--- src/include/prsc_pkg.sv ---
// ****************************************************************
// reference select control package
// ****************************************************************
package prsc_pkg;

  // ****************************************************************
  // register indices (byte address is four times the index)
  // ****************************************************************
  localparam logic [7:0]  REF_SEL_CTRL_IDX    = 8'h1C; // reference_select_control
  localparam logic [7:0]  STAT_XTAL_CTRL_IDX  = 8'h1D; // status_pin_and_crystal_control
  localparam logic [7:0]  SEL_STATUS_IDX      = 8'h20; // read-only live selection state

  // apb byte addresses derived from the indices
  localparam logic [11:0] REF_SEL_CTRL_ADDR   = {2'h0, REF_SEL_CTRL_IDX, 2'h0};
  localparam logic [11:0] STAT_XTAL_CTRL_ADDR = {2'h0, STAT_XTAL_CTRL_IDX, 2'h0};
  localparam logic [11:0] SEL_STATUS_ADDR     = {2'h0, SEL_STATUS_IDX, 2'h0};

  // ****************************************************************
  // reference_select_control fields
  // ****************************************************************
  localparam int DEGLITCH_BYPASS_BIT = 7; // 1 bypasses switchover deglitch
  localparam int SELECT_SECOND_BIT   = 6; // manual register select
  localparam int USE_SEL_PIN_BIT     = 5; // manual select from pin
  localparam int AUTO_SWITCH_BIT     = 4; // automatic switchover
  localparam int STAY_SECOND_BIT     = 3; // no return to primary
  localparam int SECOND_POWER_BIT    = 2; // secondary input power
  localparam int PRIMARY_POWER_BIT   = 1; // primary input power
  localparam int DIFF_MODE_BIT       = 0; // differential reference

  // ****************************************************************
  // status_pin_and_crystal_control fields
  // ****************************************************************
  localparam int NVLOAD_STATUS_BIT   = 7; // nonvolatile-load status on pin
  localparam int XTAL_AMP_BIT        = 6; // crystal maintaining amplifier

  // ****************************************************************
  // reset values
  // ****************************************************************
  localparam logic [7:0] REF_SEL_CTRL_RST   = 8'h00;
  localparam logic [7:0] STAT_XTAL_CTRL_RST = 8'h80;

  // ****************************************************************
  // deglitch timing
  // ****************************************************************
  localparam int          CLK_PERIOD_NS   = 50;  // 20 MHz pclk
  localparam int          DEGLITCH_NS     = 200; // stable time before a switch
  localparam logic [3:0]  DEGLITCH_CYCLES =
    4'((DEGLITCH_NS + CLK_PERIOD_NS - 1) / CLK_PERIOD_NS);

  // register identities for the address decoder
  typedef enum logic [1:0] {
    PRSC_REG_NONE   = 2'b00,
    PRSC_REG_REFSEL = 2'b01,
    PRSC_REG_STATX  = 2'b10,
    PRSC_REG_STATUS = 2'b11
  } prsc_reg_type;

  // automatic switchover states
  typedef enum logic [1:0] {
    PRSC_ON_PRIMARY = 2'b00,
    PRSC_ON_SECOND  = 2'b01
  } prsc_state_type;

endpackage

--- src/prsc_ref_select.sv ---
// Chosen here: the APB register port.
`timescale 1ns/1ps
// Notes on behaviour
// - manual register bit 1 picks secondary
// - manual mode: pin or register picks reference
// - automatic switchover powers both reference inputs
// - revert to primary unless stay bit set
// - bit powers secondary input, auto overrides
// - bit powers primary input, auto overrides
// - mode bit selects differential, power bits cleared; the logic leaves the power bits as written
// - enable bit routes nonvolatile-load status to pin
// - bit enables crystal maintaining amplifier
module prsc_ref_select (
  // apb clock and reset
  input  wire logic        pclk,
  input  wire logic        presetn,
  // apb slave
  input  wire logic        psel,
  input  wire logic        penable,
  input  wire logic        pwrite,
  input  wire logic [11:0] paddr,
  input  wire logic [31:0] pwdata,
  output logic             pready,
  output logic [31:0]      prdata,
  output logic             pslverr,
  // reference pins and monitors
  input  wire logic        ref_sel_pin,
  input  wire logic        primary_status_good,
  input  wire logic        secondary_status_good,
  // status pin sources
  input  wire logic        nvload_status,
  input  wire logic        status_mux_out,
  // controls to the analog reference path
  output logic             pll_ref_is_secondary,
  output logic             primary_reference_power,
  output logic             secondary_reference_power,
  output logic             differential_mode,
  output logic             crystal_maintaining_amp_en,
  output logic             status_pin
);

  // ****************************************************************
  // address decode
  // ****************************************************************

  // maps a byte address onto a register identity
  function automatic prsc_pkg::prsc_reg_type reg_decode(input logic [11:0] addr);
    prsc_pkg::prsc_reg_type id;
    id = prsc_pkg::PRSC_REG_NONE;
    if (addr == prsc_pkg::REF_SEL_CTRL_ADDR) begin
      id = prsc_pkg::PRSC_REG_REFSEL;
    end else if (addr == prsc_pkg::STAT_XTAL_CTRL_ADDR) begin
      id = prsc_pkg::PRSC_REG_STATX;
    end else if (addr == prsc_pkg::SEL_STATUS_ADDR) begin
      id = prsc_pkg::PRSC_REG_STATUS;
    end
    return id;
  endfunction

  // ****************************************************************
  // declarations
  // ****************************************************************
  logic [7:0]              ref_ctrl_q;     // reference_select_control
  logic [7:0]              statx_ctrl_q;   // status_pin_and_crystal_control
  logic                    pready_q;       // one wait-free access phase
  logic [31:0]             prdata_q;       // read data captured at setup
  logic                    pslverr_q;      // unmapped address answer
  prsc_pkg::prsc_state_type auto_state_q;  // automatic switchover state
  logic                    want_second;    // requested reference, pre-deglitch
  logic                    sel_q;          // reference actually fed to pll
  logic [3:0]              stable_cnt_q;   // deglitch settle counter
  logic [1:0]              power_q;        // [0] primary, [1] secondary
  logic                    diff_q;         // differential mode output
  logic                    xtal_q;         // crystal amp output
  logic                    status_q;       // status pin output
  logic                    wr_stb;         // write takes effect this edge
  prsc_pkg::prsc_reg_type  setup_id;       // decode in setup phase
  prsc_pkg::prsc_reg_type  access_id;      // decode in access phase
  logic                    auto_en;        // automatic switchover enabled

  assign setup_id  = reg_decode(paddr);
  assign access_id = reg_decode(paddr);
  assign wr_stb    = psel & penable & pready_q & pwrite;
  assign auto_en   = ref_ctrl_q[prsc_pkg::AUTO_SWITCH_BIT];

  // ****************************************************************
  // apb handshake
  // ****************************************************************

  // ready rises in the first access cycle; no wait states ever
  always_ff @(posedge pclk or negedge presetn) begin
    if (!presetn) begin
      pready_q <= 1'b0;
    end else begin
      pready_q <= psel & ~penable;
    end
  end

  // error flagged on unmapped address, held through the access phase
  always_ff @(posedge pclk or negedge presetn) begin
    if (!presetn) begin
      pslverr_q <= 1'b0;
    end else if (psel & ~penable) begin
      pslverr_q <= (setup_id == prsc_pkg::PRSC_REG_NONE);
    end else begin
      pslverr_q <= 1'b0;
    end
  end

  // read data is captured in setup so it stands stable for the access
  always_ff @(posedge pclk or negedge presetn) begin
    if (!presetn) begin
      prdata_q <= 32'h0000_0000;
    end else if (psel & ~penable & ~pwrite) begin
      case (setup_id)
        prsc_pkg::PRSC_REG_REFSEL: begin
          prdata_q <= {24'h00_0000, ref_ctrl_q};
        end
        prsc_pkg::PRSC_REG_STATX: begin
          prdata_q <= {24'h00_0000, statx_ctrl_q};
        end
        prsc_pkg::PRSC_REG_STATUS: begin
          // live state: selection, power, pending deglitch, auto state
          prdata_q <= {26'h000_0000, (auto_state_q == prsc_pkg::PRSC_ON_SECOND),
                       (want_second != sel_q), power_q, sel_q, want_second};
        end
        default: begin
          prdata_q <= 32'h0000_0000;
        end
      endcase
    end else if (!psel) begin
      prdata_q <= 32'h0000_0000;
    end
  end

  // ****************************************************************
  // control registers
  // ****************************************************************

  // reference_select_control; software owns differential/auto consistency
  always_ff @(posedge pclk or negedge presetn) begin
    if (!presetn) begin
      ref_ctrl_q <= prsc_pkg::REF_SEL_CTRL_RST;
    end else if (wr_stb && access_id == prsc_pkg::PRSC_REG_REFSEL) begin
      ref_ctrl_q <= pwdata[7:0]; // bits stored as written
    end
  end

  // status_pin_and_crystal_control; low six bits unused, read as zero
  always_ff @(posedge pclk or negedge presetn) begin
    if (!presetn) begin
      statx_ctrl_q <= prsc_pkg::STAT_XTAL_CTRL_RST;
    end else if (wr_stb && access_id == prsc_pkg::PRSC_REG_STATX) begin
      statx_ctrl_q <= {pwdata[7:6], 6'h00};
    end
  end

  // ****************************************************************
  // automatic switchover
  // ****************************************************************

  // leaves primary only when primary is bad and secondary good;
  // a dead secondary would gain nothing, so the pll stays put
  always_ff @(posedge pclk or negedge presetn) begin
    if (!presetn) begin
      auto_state_q <= prsc_pkg::PRSC_ON_PRIMARY;
    end else if (!auto_en) begin
      // parked on primary so enabling auto starts from a known place
      auto_state_q <= prsc_pkg::PRSC_ON_PRIMARY;
    end else begin
      case (auto_state_q)
        prsc_pkg::PRSC_ON_PRIMARY: begin
          if (!primary_status_good && secondary_status_good) begin
            auto_state_q <= prsc_pkg::PRSC_ON_SECOND;
          end
        end
        prsc_pkg::PRSC_ON_SECOND: begin
          // revertive unless the stay bit holds us here
          if (primary_status_good && !ref_ctrl_q[prsc_pkg::STAY_SECOND_BIT]) begin
            auto_state_q <= prsc_pkg::PRSC_ON_PRIMARY;
          end
        end
        default: begin
          auto_state_q <= prsc_pkg::PRSC_ON_PRIMARY;
        end
      endcase
    end
  end

  // ****************************************************************
  // requested reference
  // ****************************************************************

  // auto mode follows the state machine, manual uses pin or register
  always_comb begin
    if (auto_en) begin
      want_second = (auto_state_q == prsc_pkg::PRSC_ON_SECOND);
    end else if (ref_ctrl_q[prsc_pkg::USE_SEL_PIN_BIT]) begin
      want_second = ref_sel_pin;
    end else begin
      want_second = ref_ctrl_q[prsc_pkg::SELECT_SECOND_BIT];
    end
  end

  // ****************************************************************
  // switchover deglitch
  // ****************************************************************

  // counts how long the request has differed from the applied choice;
  // a request that flips back before the count ends is dropped
  always_ff @(posedge pclk or negedge presetn) begin
    if (!presetn) begin
      stable_cnt_q <= 4'h0;
    end else if (want_second == sel_q) begin
      stable_cnt_q <= 4'h0;
    end else if (stable_cnt_q != prsc_pkg::DEGLITCH_CYCLES) begin
      stable_cnt_q <= stable_cnt_q + 4'h1;
    end
  end

  // bypass trades runt protection for an immediate switch
  always_ff @(posedge pclk or negedge presetn) begin
    if (!presetn) begin
      sel_q <= 1'b0;
    end else if (ref_ctrl_q[prsc_pkg::DEGLITCH_BYPASS_BIT]) begin
      sel_q <= want_second;
    end else if (want_second != sel_q && stable_cnt_q == prsc_pkg::DEGLITCH_CYCLES) begin
      sel_q <= want_second;
    end
  end

  // ****************************************************************
  // reference input power
  // ****************************************************************

  // one identical slice per input; auto forces both on
  for (genvar i = 0; i < 2; i++) begin : g_power
    localparam int PWR_BIT = (i == 0) ? prsc_pkg::PRIMARY_POWER_BIT
                                      : prsc_pkg::SECOND_POWER_BIT;
    always_ff @(posedge pclk or negedge presetn) begin
      if (!presetn) begin
        power_q[i] <= 1'b0;
      end else begin
        power_q[i] <= auto_en | ref_ctrl_q[PWR_BIT];
      end
    end
  end

  // ****************************************************************
  // mode, crystal and status pin
  // ****************************************************************

  // differential flag straight from its register bit
  always_ff @(posedge pclk or negedge presetn) begin
    if (!presetn) begin
      diff_q <= 1'b0;
    end else begin
      diff_q <= ref_ctrl_q[prsc_pkg::DIFF_MODE_BIT];
    end
  end

  // crystal maintaining amplifier enable
  always_ff @(posedge pclk or negedge presetn) begin
    if (!presetn) begin
      xtal_q <= 1'b0;
    end else begin
      xtal_q <= statx_ctrl_q[prsc_pkg::XTAL_AMP_BIT];
    end
  end

  // nonvolatile-load status wins over the status multiplexer while its enable bit is set
  always_ff @(posedge pclk or negedge presetn) begin
    if (!presetn) begin
      status_q <= 1'b0;
    end else if (statx_ctrl_q[prsc_pkg::NVLOAD_STATUS_BIT]) begin
      status_q <= nvload_status;
    end else begin
      status_q <= status_mux_out;
    end
  end

  // ****************************************************************
  // outputs
  // ****************************************************************
  assign pready                     = pready_q;
  assign prdata                     = prdata_q;
  assign pslverr                    = pslverr_q;
  assign pll_ref_is_secondary       = sel_q;
  assign primary_reference_power    = power_q[0];
  assign secondary_reference_power  = power_q[1];
  assign differential_mode          = diff_q;
  assign crystal_maintaining_amp_en = xtal_q;
  assign status_pin                 = status_q;

endmodule

--- config.mk ---
export PLATFORM = sky130hd
export DESIGN_NAME = prsc_ref_select
export DESIGN_NICKNAME = d
export VERILOG_FILES = /design/src/include/prsc_pkg.sv /design/src/prsc_ref_select.sv
export SDC_FILE = /design/constraint.sdc
export NUM_CORES = 1
export LEC_CHECK = 0
export BUFFER_PORTS_ARGS = -buffer_cell sky130_fd_sc_hd__buf_4
export CAP_MARGIN = 25
export CORE_MARGIN = 4
export CORE_UTILIZATION = 40
export CTS_CLUSTER_DIAMETER = 200
export DETAILED_ROUTE_END_ITERATION = 10
export GPL_ROUTABILITY_DRIVEN = 0
export PLACE_DENSITY_LB_ADDON = 0.2
export SLEW_MARGIN = 30
export SYNTH_ARGS = -nofsm -noshare
export SYNTH_HDL_FRONTEND = slang
export SYNTH_SLANG_ARGS = --single-unit
export TNS_END_PERCENT = 10
--- constraint.sdc ---
create_clock -name pclk -period 2.99 [get_ports pclk]
set_input_delay 0.598 -clock pclk [delete_from_list [all_inputs] [get_ports pclk]]
set_output_delay 0.598 -clock pclk [all_outputs]
set_load 0.01 [all_outputs]
==> impl.org, run 1 <==
** Global route
- Antenna violations before repair :: 0
- Global routing used 13.56% of the available tracks.
- Largest net degree at the start of global routing :: 32
- Overall overflow remaining after global route :: 0
- Wire length of the first global-routing pass :: 5499 um
- The via count of the first global-routing pass was 1,183.

** Setup path
- Critical Path Start :: paddr[10]
- Register-to-register setup slack :: 1.54 ns
- The worst setup path is of the input pin to flop kind.
- In this design, the critical path's most frequently occurring cell is buf_4.
- Sequence of cells on the critical path :: buf_4, or4_4, nor4_4, buf_4, and2_4, mux2_4
- STA puts the critical path data arrival time at 2.27 ns.
- Nature of the critical path startpoint :: input pin
- CP Capture Type :: flop
- The worst register-to-register path has a depth of 5.
- Biggest cell delay along the critical path :: 0.58 ns
- Critical-path top delay cell :: or4_4
- Worst path required time :: 3.15 ns
- Maximum fanout count along the critical path :: 8
- Launch point of the worst reg-to-reg path :: stable_cnt_q[0]

** Logic synthesis
- Number of distinct library cells after synthesis :: 36
- In this run, synthesis produced a sequential element count of 31.
- Dominant register cell in the synthesized netlist :: dfrtp_1
- After technology mapping, the gate count stands at 145.
- After synthesis, flip-flops and latches occupy 47.12% of the total area.
- Share of flip-flops with an asynchronous set or reset :: 100.0%
- After synthesis the cells add up to 0.001649 mm2.
- In this run, synthesis inferred 0 flip-flops with an integrated enable.
- Avg Synthesized Cell Area :: 11.37 um2
- The Yosys step of the flow raised 0 warnings.

** Clock network
- TritonCTS clock tree :: built
- At the later pin of the worst-skew pair, clock insertion delay measures 0.28 ns.
- Clock Pin Slew Worst Setup and Hold Paths :: 0.06 ns
- The tree is rooted in a clkbuf_8.
- Number of buffers added by the clock tree synthesis step :: 5
- Count of clock tree sinks :: 31
- Max clock buf depth :: 2
- Once the clock tree was built, the setup fixing pass inserted 0 buffers.
- CTS built an H-tree with a depth of 2.
- Buffers inserted to repair hold after CTS numbered 0.
- Count of instances resized after the clock tree is built :: 0

** Routing
- After detailed routing, the number of remaining DRC violations is 0.
- In this run the remaining antenna-violating nets after routing total 0.
- After the first detailed-routing iteration, the DRC count stood at 14.
- Routed len/inst :: 13.69 um
- The final route contains 1,174 vias.
- Post-DR vias/cell :: 4.772
- 1st-pass router iterations :: 4
- Summed over all layers, the routed wires come to 3368 um.

** STA
- For this run, the top clock speed supported by timing is 475.2 MHz.
- For the finished layout, the period the worst path requires is 2.104 ns.
- The number of max-slew violations in the final report was 0.
- Unrepaired setup endpoints after global routing :: false
- The worst path uses 70.38% of the clock period.
- In the final timing run, aggregate negative setup slack is 0 ns.
- Worst clock skew on the final layout :: 0.003558 ns
- Final hold viol count :: 0
- Setup violations remaining at the end of the flow were counted as 0.
- Across all hold checks on the routed design, the worst slack comes to 0.2418 ns.

** Job
- Across the run, the number of max-cap violations was 0.

** Cells and area
- The net count of the finished layout is 251.
- Area grow syn2layout :: 22.69%
- ANT cells :: 0
- The library cell used most frequently in the layout, excluding fill and tap cells, is buf_4.
- In the layout the commonest cells are buf_4 (46), dfrtp_1 (30), conb_1 (24).
- The finished layout holds 246 standard cells, fillers aside.
- In the final layout, the share of cells above drive strength 1 is 38.78%.

** Floorplanning
- The die is 72.21 um tall.
- In this run the count of I/O pins placed on the die edge is 94.
- Initial cell density of the core :: 41.23%
- The initialized floorplan defines 23 standard-cell rows.
- Core Region :: 0.004000 mm2
- Die Footprint :: 0.005214 mm2
- The die is 72.21 um wide.

** Power
- Total leakage power :: 0.001019 uW
- Dividing total power by cell area gives a power density of 396.9 mW/mm2.
- Pwr Total :: 803.0 uW
- Largest vdd supply drop :: 0.0003144 V

** Status
- Result of the run :: finished clean

** Place
- The count of buffers added on input and output ports is 45.
- Cell total after placement :: 238
- Dpl hpwl :: 2624 um

** Min path
- Classification of the worst-slack hold path :: input pin to asynchronous set/reset pin
## sequential cells by signal, summed over array words and instances, names as in the netlist
name / flops
auto_state_q: 1
pslverr: 1
prdata: 8
secondary_reference_power: 1
ref_ctrl_q: 8
pready: 1
statx_ctrl_q: 2
differential_mode: 1
pll_ref_is_secondary: 1
primary_reference_power: 1
crystal_maintaining_amp_en: 1
status_pin: 1
stable_cnt_q: 4
## cells by family (layout without fill, tap and decap cells)
logic type,Yosys count,after routing,synth area share (%)
buffers and inverters,30,58,13.28
muxes,18,18,13.73
DFF,31,31,47.12
xor gates and xnor gates,1,1,0.5312
AOI/OAI and AO/OA,21,21,8.119
and+or+nand+nor,41,41,15.48
other,1,24,0.2274
adders and majority gates,2,2,1.517
## report_power, final
group	internal [uW]	switching (uW)	total, uW
Clock	159	152	310
Sequential	422	0.797	422
Combinational	31.2	39.0	70.2
Total	612	191	803
## stage by stage
stage | setup slack, ns | cell area [um2] | utilization [%]
2_1_floorplan | 0.7323 | 1735 | -
3_3_place_gp | 0.5975 | 1939 | 48.48
3_5_place_dp | 0.5895 | 1939 | 48.48
4_1_cts | 0.8872 | 2023 | 50.58
5_1_grt | 0.8468 | 2023 | 50.58
6_report | 0.8856 | 2023 | 50.58
## synthesized netlist by cell type, types with 2 or more instances
cell type | count | area share (%)
dfrtp_1 | 30 | 46
o21ai_0 | 10 | 3.0
o41ai_1 | 2 | 1.1
mux2_2 | 5 | 3.4
ha_1 | 2 | 1.5
nor2_1 | 5 | 1.1
nand2b_1 | 4 | 1.5
nand3_1 | 2 | 0.61
or2_2 | 3 | 1.1
nor3_1 | 3 | 0.91
buf_4 | 24 | 11
mux2i_1 | 5 | 3.0
inv_1 | 4 | 0.91
nand2_1 | 12 | 2.7
a22oi_1 | 5 | 2.3
nor4_4 | 2 | 2.6
mux2_4 | 8 | 7.3
## final cells by class
cell class / instances / area, um2
sequential: 31 / 777.0
tap: 50 / 62.56
multi-input combinational: 107 / 739.5
clock buffer: 5 / 68.82
clock inverter: 3 / 15.01
timing repair buffer: 46 / 345.3
inverter: 4 / 15.01
fill: 387 / 1977
## path summary, 6_finish.rpt
| kind | endpoint |
|---|---|
| min | crystal_maintaining_amp_en |
| max reg2reg | pll_ref_is_secondary |
| min reg2reg | crystal_maintaining_amp_en |
| max | ref_ctrl_q[4] |
| max in group asynchronous | statx_ctrl_q[7] |
| min in group pclk | crystal_maintaining_amp_en |
## worst max-delay path, delay by kind of cell
kind	cells	cell delay [ns]
simple gates	3	1.06
mux	1	0.32
buf+inv	2	0.29
## routing by layer
layer | global-route usage, % | wire (um) | vias up
li1 | - | - | 561
met1 | 16.61 | 1362 | 566
met2 | 22.24 | 1708 | 44
met3 | 5.679 | 266 | 3
met4 | 3.132 | 31 | 0
met5 | 0 | 0 | -
No activity file was read; power rests on OpenSTA's default activity.
==> run 2: changes to the inputs <==
clock period = 2.14 ns   (was 2.99 ns; I/O delays follow)
==> run 2 against run 1 <==
Flip-flop and latch count unchanged. Clock-buffer cell count grew 1. Via count shrank 0.68%. Worst setup slack worse by 0.56 ns. Critical endpoint is now ref_ctrl_q[1]. Largest cell class unchanged. Largest power group unchanged.
==> impl.org, run 2 (synthesis results as in run 1) <==
** Status
- The run finished with clean final reports.

** Setup path
- The data required time of the critical path was 2.31 ns (-0.84 ns).
- The reg2reg setup slack is 0.71 ns (-0.83 ns).
- Sum of buffers and inverters on the critical path :: 1 (-1)
- Biggest cell delay along the critical path :: 0.58 ns (about the same)
- Top delay family on crit path :: simple AND/OR/NAND/NOR gates
- The worst setup path is captured at a flop.
- Data arrival time of the critical path :: 1.98 ns (-0.29 ns)
- The largest driver fanout on the critical path was 8 (unchanged).
- The logic depth of the worst register-to-register path was 5 (unchanged).
- STA classifies the critical path startpoint as an input pin.
- Critical-path top delay cell :: or4_4
- Worst R2R End :: pll_ref_is_secondary
- By startpoint and endpoint, the worst setup path is classified as input pin to flop.
- The startpoint identified for the worst register-to-register timing path is stable_cnt_q[0].
- Sequence of cells on the critical path :: buf_4, or4_4, nor4_4, and2_4, mux2_4

** STA
- For the finished layout, the period the worst path requires is 1.814 ns.
- The final critical path takes up 84.78% of the cycle.
- The setup TNS was 0 ns (unchanged).
- The final number of hold-violating endpoints is 0 (unchanged).
- Unrepaired setup endpoints after global routing :: false
- Derived from the worst setup path, the maximum achievable clock frequency is 551.2 MHz.
- Worst clock skew on the final layout :: 0.004823 ns (+0.001265 ns)
- The number of max-slew violations in the final report came to 0 (unchanged).
- The number of endpoints failing setup at the final stage was 0 (unchanged).
- Least setup slack across all paths after layout :: 0.3257 ns (-0.5598 ns)

** Global route
- Wire length of the first global-routing pass :: 5568 um (+1.3%)
- Overall overflow remaining after global route :: 0 (unchanged)
- Antenna violations before repair :: 0 (unchanged)
- GRT Total Usage :: 13.93% (+0.37 points)
- The via count of the first global-routing pass came to 1,182 (-0.085%).
- Largest net degree at the start of global routing :: 32 (unchanged)

** Clock network
- Max clock buf depth :: 2 (unchanged)
- The clock sink count came to 31 (unchanged).
- The TritonCTS buffer count came to 5 (unchanged).
- The source-to-sink clock delay at the later pin of the worst-skew pair came to 0.28 ns (about the same).
- The number of levels in the clock H-tree was 2 (unchanged).
- The tree is rooted in a clkbuf_8.
- The number of gates resized after CTS was 0 (unchanged).
- Buffer count from post-CTS setup fixing :: 0 (unchanged)
- The number of hold-repair buffers added at the cts stage is 0 (unchanged).
- TritonCTS built the clock tree.
- Clock Pin Slew Worst Setup and Hold Paths :: 0.06 ns (about the same)

** Floorplanning
- The total core area is 0.004000 mm2 (unchanged).
- Overall die height :: 72.21 um (unchanged)
- The count of boundary I/O pins came to 94 (unchanged).
- The starting density of the core is 41.23% (unchanged).
- Die Footprint :: 0.005214 mm2 (unchanged)
- The width of the die came to 72.21 um (unchanged).
- The row count is 23 (unchanged).

** Cells and area
- Share of post-route cells with drive strength above 1 :: 38.58% (-0.20 points)
- The number of antenna repair diodes is 0 (unchanged).
- Most frequent cells in the layout :: buf_4 (48), dfrtp_1 (30), conb_1 (24)
- Area grow syn2layout :: 24.73%
- Most common library cell in the layout ignoring fill and taps :: buf_4
- The final net count is 253 (+0.80%).

** Power
- The static leakage power is 0.001033 uW (+1.3%).
- Largest vdd supply drop :: 0.0004010 V (+28%)
- The power density over cell area came to 597.6 mW/mm2 (+51%).
- Pwr Total :: 1229 uW (+53%)

** Routing
- Post-Route WL :: 3392 um (+0.71%)
- DR iter-0 viols :: 24 (+10)
- Routed vias :: 1,166 (-0.68%)
- 1st-pass router iterations :: 4 (unchanged)
- Routed len/inst :: 13.73 um (+0.30%)
- Post-DR vias/cell :: 4.721 (-1.1%)
- The count of nets left with antenna violations after detail routing was 0 (unchanged).
- The total DRC errors in the routed layout was 0 (unchanged).

** Place
- The half-perimeter wire length after detailed placement is 2667 um (+1.6%).
- Worst-case setup slack after placement :: 0.009322 ns (-0.5802 ns)
- The count of port buffers added during placement was 45 (unchanged).

** Min path
- Classification of the worst-slack hold path :: input pin to asynchronous set/reset pin

** Job
- # Max-Cap Violations :: 0 (unchanged)
run 2: cell count changes in the layout (fill, tap and decap cells not counted):
cell and change:
clkbuf_1 +1, bufinv_16 +1, clkinv_2 -3, buf_4 +2
run 2: how the worst max path moves through the flow:
stage	start	end	slack, ns	cells past startpoint
floorplan	paddr[10]	ref_ctrl_q[0]	0.05	5
detailed placement	paddr[10]	ref_ctrl_q[1]	0.009	5
finish	paddr[10]	ref_ctrl_q[1]	0.33	5
global placement	paddr[10]	ref_ctrl_q[2]	0.03	5
global route	paddr[10]	ref_ctrl_q[4]	0.28	5
CTS	paddr[10]	ref_ctrl_q[1]	0.31	5
run 2: layer usage:
layer  track usage (%)  vias to the layer above  routed length (um)
met4             4.384                        0                  34
li1                  -                      562                   -
met3             5.956                        4                 234
met5                 0                        -                   0
met2             22.45                       40                1695
met1             16.84                      560                1427
run 2: metrics by stage:
step / utilization (%) / area [um2] / instances / hold slack, ns
after floorplan: - / 1735 / 168 / 0.1324
after global placement: 48.86 / 1954 / 240 / 0.3748
after detailed placement: 48.86 / 1954 / 240 / 0.3784
after CTS: 51.42 / 2057 / 247 / 0.07351
after global routing: 51.42 / 2057 / 247 / 0.08960
final: 51.42 / 2057 / 247 / 0.07068
run 2: layout make-up:
type                    instances  area [um2]
clock buffers                   6       72.57
clock inverters                 1       30.03
fillers                       380        1943
inverters                       4       15.01
multi-input cells             107       739.5
flip-flops and latches         31       777.0
well taps                      50       62.56
repair buffers                 48       360.3
run 2: report_power, final:
group / total (uW) / internal (uW) / leakage, uW / switching, uW
clock network: 541 / 341 / 0.0000513 / 200
registers: 590 / 589 / 0.000425 / 1.09
logic: 98.0 / 43.5 / 0.000556 / 54.5
run 2: worst reg2reg max path: cells and delay by family (launching register included):
family | cells | cell delay, ns
and+or+nand+nor | 2 | 0.31
buffers and inverters | 1 | 0.08
muxes | 1 | 0.33
DFF | 1 | 0.43
adders and majority gates | 1 | 0.18
